### config.mk
export PLATFORM = sky130hd
export DESIGN_NAME = fpmc_top
export DESIGN_NICKNAME = d
export VERILOG_FILES = /design/src/include/fpmc_pkg.sv /design/src/hdl/fpmc_sync.sv /design/src/hdl/fpmc_top.sv
export VERILOG_INCLUDE_DIRS = /design/src /design/src/include
export SDC_FILE = /design/constraint.sdc
export NUM_CORES = 1
export LEC_CHECK = 0
export BUFFER_PORTS_ARGS = -buffer_cell sky130_fd_sc_hd__buf_2
export CORE_MARGIN = 3
export CORE_UTILIZATION = 34
export DETAILED_ROUTE_END_ITERATION = 8
export GPL_ROUTABILITY_DRIVEN = 0
export SLEW_MARGIN = 20
export SYNTH_ARGS = -nofsm -noshare
export SYNTH_HDL_FRONTEND = slang
export SYNTH_HIERARCHICAL = 1
export SYNTH_SLANG_ARGS = --single-unit
export TNS_END_PERCENT = 50
### constraint.sdc
create_clock -name mclk_in -period 2.7 [get_ports mclk_in]
set_input_delay 0.405 -clock mclk_in [delete_from_list [all_inputs] [get_ports mclk_in]]
set_output_delay 0.405 -clock mclk_in [all_outputs]
set_load 0.02 [all_outputs]
### src/include/fpmc_cfg.svh
// constants for the flash program mode controller
`ifndef FPMC_CFG_SVH
`define FPMC_CFG_SVH
// ----------------------------------------------------------------
// clock and timing
// ----------------------------------------------------------------
`define FPMC_CLK_PERIOD_NS 20
`define FPMC_INIT_LOW_NS   2000
`define FPMC_INIT_CYCLES   ((`FPMC_INIT_LOW_NS + `FPMC_CLK_PERIOD_NS - 1) / `FPMC_CLK_PERIOD_NS)
// ----------------------------------------------------------------
// sector mask bit positions
// ----------------------------------------------------------------
`define FPMC_SECT_CFG  0
`define FPMC_SECT_UFM  1
`define FPMC_SECT_FEAT 2
`define FPMC_MASK_OFFLINE_DEF 3'h7
`define FPMC_MASK_BG_DEF      3'h3
// ----------------------------------------------------------------
// sector sizes in words
// ----------------------------------------------------------------
`define FPMC_CFG_WORDS 24'h008000
`define FPMC_UFM_WORDS 24'h002000
`define FPMC_SIZE_W    24
`endif

### src/include/fpmc_pkg.sv
// types for the flash program mode controller
package fpmc_pkg;
  // ----------------------------------------------------------------
  // host commands
  // ----------------------------------------------------------------
  typedef enum logic [2:0] {
    FPMC_CMD_OFF_ERASE = 3'h1,
    FPMC_CMD_OFF_PROG  = 3'h2,
    FPMC_CMD_BG_ERASE  = 3'h3,
    FPMC_CMD_BG_PROG   = 3'h4,
    FPMC_CMD_REFRESH   = 3'h5
  } fpmc_cmd_t;
  // ----------------------------------------------------------------
  // controller states, one-hot
  // ----------------------------------------------------------------
  typedef enum logic [4:0] {
    FPMC_ST_INIT = 5'h01,
    FPMC_ST_LOAD = 5'h02,
    FPMC_ST_USER = 5'h04,
    FPMC_ST_OFFL = 5'h08,
    FPMC_ST_BG   = 5'h10
  } fpmc_state_t;
  // ----------------------------------------------------------------
  // role of the user flash sector
  // ----------------------------------------------------------------
  typedef enum logic [1:0] {
    FPMC_UFM_GENERAL = 2'h0,
    FPMC_UFM_EBR     = 2'h1,
    FPMC_UFM_CFGEXT  = 2'h2
  } fpmc_ufm_role_t;
endpackage : fpmc_pkg

### src/hdl/fpmc_sync.sv
// three stage synchroniser with agreement filter for a pin input
`timescale 1ns/1ns
module fpmc_sync #(
  parameter logic RESET_LEVEL = 1'b1
) (
  // clock and reset
  input  wire logic mclk_in,
  input  wire logic rst_in,
  // pin and filtered level
  input  wire logic pin_in,
  output logic      level_out
);
  logic s1;
  logic s2;
  logic s3;

  // capture chain, first stage feeds only the second
  always_ff @(posedge mclk_in) begin
    if (rst_in) begin
      s1 <= RESET_LEVEL;
      s2 <= RESET_LEVEL;
      s3 <= RESET_LEVEL;
    end else begin
      s1 <= pin_in;
      s2 <= s1;
      s3 <= s2;
    end
  end

  // level changes once stages two and three agree
  always_ff @(posedge mclk_in) begin
    if (rst_in) begin
      level_out <= RESET_LEVEL;
    end else if (s2 == s3) begin
      level_out <= s3;
    end
  end
endmodule : fpmc_sync

### src/hdl/fpmc_top.sv
// flash program mode controller: offline and background flash programming, refresh
// ----------------------------------------------------------------
// ----------------------------------------------------------------
`timescale 1ns/1ns
`include "fpmc_cfg.svh"
module fpmc_top import fpmc_pkg::*; #(
  parameter int INIT_CYCLES = `FPMC_INIT_CYCLES
) (
  // clock and reset
  input  wire logic        mclk_in,
  input  wire logic        rst_in,
  // host command port
  input  wire logic        cmd_valid_in,
  input  wire logic [2:0]  cmd_code_in,
  input  wire logic [2:0]  cmd_sect_in,
  output logic             cmd_ready_out,
  output logic             cmd_err_out,
  // flash array
  output logic             fl_req_out,
  output logic             fl_erase_out,
  output logic [2:0]       fl_sect_out,
  input  wire logic        fl_done_in,
  // image size and user sector role
  input  wire logic [`FPMC_SIZE_W-1:0] image_words_in,
  input  wire logic        overflow_block_in,
  input  wire logic        ufm_ebr_in,
  output fpmc_ufm_role_t   ufm_role_out,
  // SRAM configuration load
  output logic             cfg_load_out,
  output logic             cfg_src_ext_out,
  input  wire logic        cfg_loaded_in,
  // status pins, init status is open drain
  input  wire logic        init_status_pin_in,
  output logic             init_status_pin_out,
  output logic             init_status_pin_oe_out,
  output logic             done_out,
  // user logic and PLL control
  output logic             user_run_out,
  output logic             pll_right_rst_out,
  // internal on-chip bus flash access
  input  wire logic        ib_req_in,
  output logic             ib_grant_out,
  output logic             ib_err_out
);
  // ----------------------------------------------------------------
  // declarations
  // ----------------------------------------------------------------
  fpmc_state_t state;
  fpmc_state_t next_state;
  logic [15:0] init_cnt;
  logic        init_timer_done;
  logic        init_pin_level;
  logic        accept;
  logic        cmd_off;
  logic        cmd_bg;
  logic        cmd_ref;
  logic [2:0]  next_mask;
  logic        op_erase;
  logic        over_cfg;
  logic        over_all;

  // the timer must outlast the pin synchroniser, or a stale high level ends init early
  if (INIT_CYCLES < 4 || INIT_CYCLES > 65535) begin : g_bad_init_cycles
    $error("INIT_CYCLES out of range");
  end

  // ----------------------------------------------------------------
  // pin synchroniser
  // ----------------------------------------------------------------
  fpmc_sync #(
    .RESET_LEVEL (1'b0) // the block pulls the pin low itself during reset
  ) u_init_sync (
    .mclk_in   (mclk_in),
    .rst_in    (rst_in),
    .pin_in    (init_status_pin_in),
    .level_out (init_pin_level)
  );

  // ----------------------------------------------------------------
  // command decode
  // ----------------------------------------------------------------
  assign cmd_ready_out = (state == FPMC_ST_USER);
  assign accept        = cmd_valid_in & cmd_ready_out;
  assign cmd_off = (cmd_code_in == FPMC_CMD_OFF_ERASE) | (cmd_code_in == FPMC_CMD_OFF_PROG);
  assign cmd_bg  = (cmd_code_in == FPMC_CMD_BG_ERASE) | (cmd_code_in == FPMC_CMD_BG_PROG);
  assign cmd_ref = (cmd_code_in == FPMC_CMD_REFRESH);

  // sector mask: empty request takes the mode default, background never touches feature row
  always_comb begin
    next_mask = 3'h0;
    if (cmd_off) begin
      next_mask = (cmd_sect_in == 3'h0) ? `FPMC_MASK_OFFLINE_DEF : cmd_sect_in;
    end else if (cmd_bg) begin
      next_mask = ((cmd_sect_in == 3'h0) ? `FPMC_MASK_BG_DEF : cmd_sect_in)
                  & `FPMC_MASK_BG_DEF;
    end
  end

  // ----------------------------------------------------------------
  // state machine
  // ----------------------------------------------------------------
  always_comb begin
    next_state = state;
    unique case (state)
      FPMC_ST_INIT: begin
        if (init_timer_done && init_pin_level) begin
          next_state = FPMC_ST_LOAD;
        end
      end
      FPMC_ST_LOAD: begin
        if (cfg_loaded_in) begin
          next_state = FPMC_ST_USER;
        end
      end
      FPMC_ST_USER: begin
        if (accept && cmd_off) begin
          next_state = FPMC_ST_OFFL;
        end else if (accept && cmd_bg) begin
          next_state = FPMC_ST_BG;
        end else if (accept && cmd_ref) begin
          next_state = FPMC_ST_INIT;
        end
      end
      FPMC_ST_OFFL: begin
        if (fl_done_in) begin
          next_state = FPMC_ST_USER;
        end
      end
      FPMC_ST_BG: begin
        if (fl_done_in) begin
          next_state = FPMC_ST_USER;
        end
      end
      default: begin
        next_state = FPMC_ST_INIT;
      end
    endcase
  end

  // state register
  always_ff @(posedge mclk_in) begin
    if (rst_in) begin
      state <= FPMC_ST_INIT;
    end else begin
      state <= next_state;
    end
  end

  // illegal command code reported for one cycle
  always_ff @(posedge mclk_in) begin
    if (rst_in) begin
      cmd_err_out <= 1'b0;
    end else begin
      cmd_err_out <= accept & ~(cmd_off | cmd_bg | cmd_ref);
    end
  end

  // ----------------------------------------------------------------
  // initialization timer and status pins
  // ----------------------------------------------------------------
  always_ff @(posedge mclk_in) begin
    if (rst_in || state != FPMC_ST_INIT) begin
      init_cnt <= 16'h0000;
    end else if (!init_timer_done) begin
      init_cnt <= init_cnt + 16'h0001;
    end
  end
  assign init_timer_done = (init_cnt >= 16'(INIT_CYCLES));

  // init status driven low while clearing, done high in user operation and background programming
  always_ff @(posedge mclk_in) begin
    if (rst_in) begin
      init_status_pin_oe_out <= 1'b1;
      done_out               <= 1'b0;
    end else begin
      init_status_pin_oe_out <= (next_state == FPMC_ST_INIT) & ~init_timer_done;
      done_out <= (next_state == FPMC_ST_USER) | (next_state == FPMC_ST_BG);
    end
  end
  assign init_status_pin_out = 1'b0; // open drain, only ever pulls low

  // ----------------------------------------------------------------
  // user logic run enable and PLL reset
  // ----------------------------------------------------------------
  always_ff @(posedge mclk_in) begin
    if (rst_in) begin
      user_run_out      <= 1'b0;
      pll_right_rst_out <= 1'b0;
    end else begin
      user_run_out <= (next_state == FPMC_ST_USER) | (next_state == FPMC_ST_BG);
      pll_right_rst_out <= (next_state == FPMC_ST_BG) &
                           (((state == FPMC_ST_USER) & (cmd_code_in == FPMC_CMD_BG_ERASE))
                            | ((state == FPMC_ST_BG) & op_erase));
    end
  end
  // the left PLL is given no reset at all here, it keeps running

  // ----------------------------------------------------------------
  // flash request
  // ----------------------------------------------------------------
  always_ff @(posedge mclk_in) begin
    if (rst_in) begin
      fl_req_out   <= 1'b0;
      fl_erase_out <= 1'b0;
      fl_sect_out  <= 3'h0;
      op_erase     <= 1'b0;
    end else begin
      fl_req_out <= accept & (cmd_off | cmd_bg);
      if (accept && (cmd_off || cmd_bg)) begin
        op_erase     <= (cmd_code_in == FPMC_CMD_OFF_ERASE) | (cmd_code_in == FPMC_CMD_BG_ERASE);
        fl_erase_out <= (cmd_code_in == FPMC_CMD_OFF_ERASE) | (cmd_code_in == FPMC_CMD_BG_ERASE);
        fl_sect_out  <= next_mask;
      end
    end
  end

  // ----------------------------------------------------------------
  // image placement and configuration load
  // ----------------------------------------------------------------
  assign over_cfg = (image_words_in > `FPMC_CFG_WORDS);
  assign over_all = ({1'b0, image_words_in} > ({1'b0, `FPMC_CFG_WORDS} + {1'b0, `FPMC_UFM_WORDS}));

  always_ff @(posedge mclk_in) begin
    if (rst_in) begin
      ufm_role_out    <= FPMC_UFM_GENERAL;
      cfg_src_ext_out <= 1'b0;
      cfg_load_out    <= 1'b0;
    end else begin
      if (over_cfg && !overflow_block_in && !over_all) begin
        ufm_role_out <= FPMC_UFM_CFGEXT;
      end else begin
        ufm_role_out <= ufm_ebr_in ? FPMC_UFM_EBR : FPMC_UFM_GENERAL;
      end
      cfg_src_ext_out <= over_all | (over_cfg & overflow_block_in);
      // SRAM is written only on the way out of initialization
      cfg_load_out <= (state == FPMC_ST_INIT) & (next_state == FPMC_ST_LOAD);
    end
  end

  // ----------------------------------------------------------------
  // internal bus access gate
  // ----------------------------------------------------------------
  assign ib_grant_out = ib_req_in & (state == FPMC_ST_USER);
  assign ib_err_out   = ib_req_in & (state != FPMC_ST_USER);
endmodule : fpmc_top

==> flow_summary.ini <==
[clocking]
cts_resized = 0
cts_buffers = 5
cts_setup_buffers = 0
h-tree-depth = 2
cts-root-buf = clkbuf_8
cts_tree = done
cts_buffer_depth = 2
cts_hold_buf = 0
path_clk_slew_ps = 80
cts.sinks = 38
worstSkewPairLatency_ps = 290

[drt]
vias = 1571
first_iter_violations = 127
vias_per_cell = 4.94
drc_errors = 0
wire_per_inst_um = 11.7
ant_nets = 0
drt_wl_total_um = 3710
dr.pass1.iters = 4

[worst_setup_path]
slowest_delay_ps = 370
reg2reg_from = state[2]
r2r_cells = 5
worstPathArrival_ps = 1660
crit_buf_inv = 1
startpoint_type = register
crit_start = state[3]
cp_max_fo = 8
required_ps = 2300
worstSetupPathType = register to output port
end_kind = output port
path_delay_family = simple AND/OR/NAND/NOR gates
cpMaxStageDelayCell = dfxtp_1
r2r-end = user_run_out
reg2reg_slack_ps = 980
worstPathCellList = nor2_1, and3_1, and2_1, buf_2

[logic_synthesis]
synth_cell_type_count = 51
ys_ff_latch = 38
synth_seq_area_share_pct = 43.6
synth-main-ff-cell = dfxtp_1
syn-num-nets = 241
synth_cells = 200
yosysWarnings = 6
async_flop_share_pct = 0
synth-edff-count = 0
syn_area_um2 = 1750
synth.avg_cell_area_um2 = 8.73

[sta]
period_share_pct = 76.4
fmax_mhz = 485
hold_viol = 0
tns_ps = 0
finalSetupViolations = 0
rsz0062_at_grt = no
maxSlewViolCount = 0
finalWorstSetupSlack_ps = 637
fin_skew_ps = 9.39
fin_crit_ps = 2060

[global_routing]
grt_max_degree = 19
grt_use_total_pct = 12.7
grt_pass1_vias = 1411
grt_overflow = 0
grt_pass1_wl_um = 6380
grt_antenna_before_repair = 0

[power]
pwr-share-seq_pct = 54.9
p_sw_w = 0.000235
swShare_pct = 22.5
p_per_area_nw_per_um2 = 490
p_leak_nw = 0.939
peakVddDrop_uv = 275
combinationalPowerShare_pct = 7.3
intPower_w = 0.000809
clkPwrFrac_pct = 37.8

[layout]
nets = 291
drive_above_1_share_pct = 27.5
layout.cells.most_common = buf_2
area_delta_synth_final_pct = 22.1
n_antenna_cell = 0
nFillCells = 479
final_cell_mix = buf_2 (55), dfxtp_1 (38), nor2_1 (20)
seq_area_um2 = 761
multiInputGateArea_um2 = 896

[run_status]
status = complete, no violations

[die]
dieArea_um2 = 6030
start_util_pct = 36.0
chipHeight_um = 77.7
die_x_um = 77.7
io_pins = 57
core_area_um2 = 4850
fp-row-count = 25

[min_path]
worstHoldStart = init_status_pin_in
worstHoldEndpoint = u_init_sync/s1
hold_depth = 2
holdCritPathClass = input port to register

[job]
drv_cap = 0

[placed_design]
port_buffers = 55
post-place-ws_ps = 952
place_hpwl_um = 2880
-- area by class of cell --
cell class / count / area share [%]
tap: 67 / 3.93
multi-input combinational: 143 / 42.0
sequential: 38 / 35.7
clock inverter: 1 / 0.235
timing repair buffer: 55 / 12.9
inverter: 7 / 1.23
clock buffer: 7 / 4.05
-- cells in the mapped netlist, drive strengths merged (3+ instances only) --
| library cell | number | area (um^2) |
|---|---|---|
| nor2 | 20 | 75.1 |
| nand4 | 4 | 25.0 |
| clkbuf | 6 | 22.5 |
| nor4 | 6 | 43.8 |
| nor2b | 8 | 50.1 |
| nand2 | 12 | 45.0 |
| nor3 | 12 | 65.1 |
| buf | 6 | 41.3 |
| inv | 7 | 26.3 |
| nand3 | 6 | 35.0 |
| nand3b | 3 | 22.5 |
| xnor2 | 5 | 43.8 |
| a21oi | 9 | 48.8 |
| a31o | 3 | 26.3 |
| and3 | 11 | 68.8 |
| a31oi | 5 | 37.5 |
| dfxtp | 38 | 761 |
| o21ai | 10 | 61.3 |
-- power by group through the flow --
stage | registers (W) | logic, W | clock network (W)
finish | 0.000573 | 0.0000765 | 0.000395
global route | 0.000574 | 0.0000870 | 0.000434
CTS | 0.000573 | 0.0000769 | 0.000406
detailed placement | 0.000586 | 0.0000768 | 0
global placement | 0.000586 | 0.0000765 | 0
floorplan | 0.000587 | 0.0000345 | 0
-- layer usage --
metal  wire length (um)  vias up  track usage (%)
met2               1670       58             19.5
met3                240        5             3.36
met4                 41        0             3.74
li1                   -      814                -
met5                  0        -                0
met1               1750      694             17.4
-- kinds of logic after synthesis --
| logic type | share of synthesized area, % |
|---|---|
| AND/OR/NAND/NOR | 29.9 |
| AO/OA/AOI/OAI | 15.6 |
| flip-flops | 43.6 |
| buffers and inverters | 5.16 |
| XOR/XNOR | 3.51 |
| adder cells (fa/ha/maj) | 1.43 |
| other | 0.215 |
| multiplexers | 0.573 |
-- stage by stage --
stage | total power, W | area, um^2 | hold slack (ps) | cells | utilization (%)
detailed placement | 0.000663 | 2040 | 436 | 310 | 42.1
floorplan | 0.000621 | 1750 | 414 | 200 | -
finish | 0.00104 | 2130 | 346 | 318 | 44.0
global route | 0.00109 | 2130 | 354 | 318 | 44.0
CTS | 0.00106 | 2130 | 343 | 318 | 44.0
global placement | 0.000663 | 2040 | 442 | 310 | 42.1
-- how the worst max path moves through the flow --
stage          slack [ps]         endpoint  cells after the start
6_report              640     ib_grant_out                      4
5_1_grt               510     ib_grant_out                      4
4_1_cts               670     ib_grant_out                      4
3_5_place_dp          950     user_run_out                      6
3_3_place_gp          950  ufm_role_out[1]                      6
2_1_floorplan         920     ib_grant_out                      4
-- sequential cells by signal, summed over array words and instances (netlist names) --
signal / count
cmd_err_out: 1
fl_req_out: 1
cfg_src_ext_out: 1
state: 5
u_init_sync/s2: 1
init_status_pin_oe_out: 1
pll_right_rst_out: 1
op_erase: 1
user_run_out: 1
cfg_load_out: 1
u_init_sync/level_out: 1
ufm_role_out: 2
fl_sect_out: 3
init_cnt: 16
u_init_sync/s3: 1
u_init_sync/s1: 1
Power figures use the tool's default switching activity.
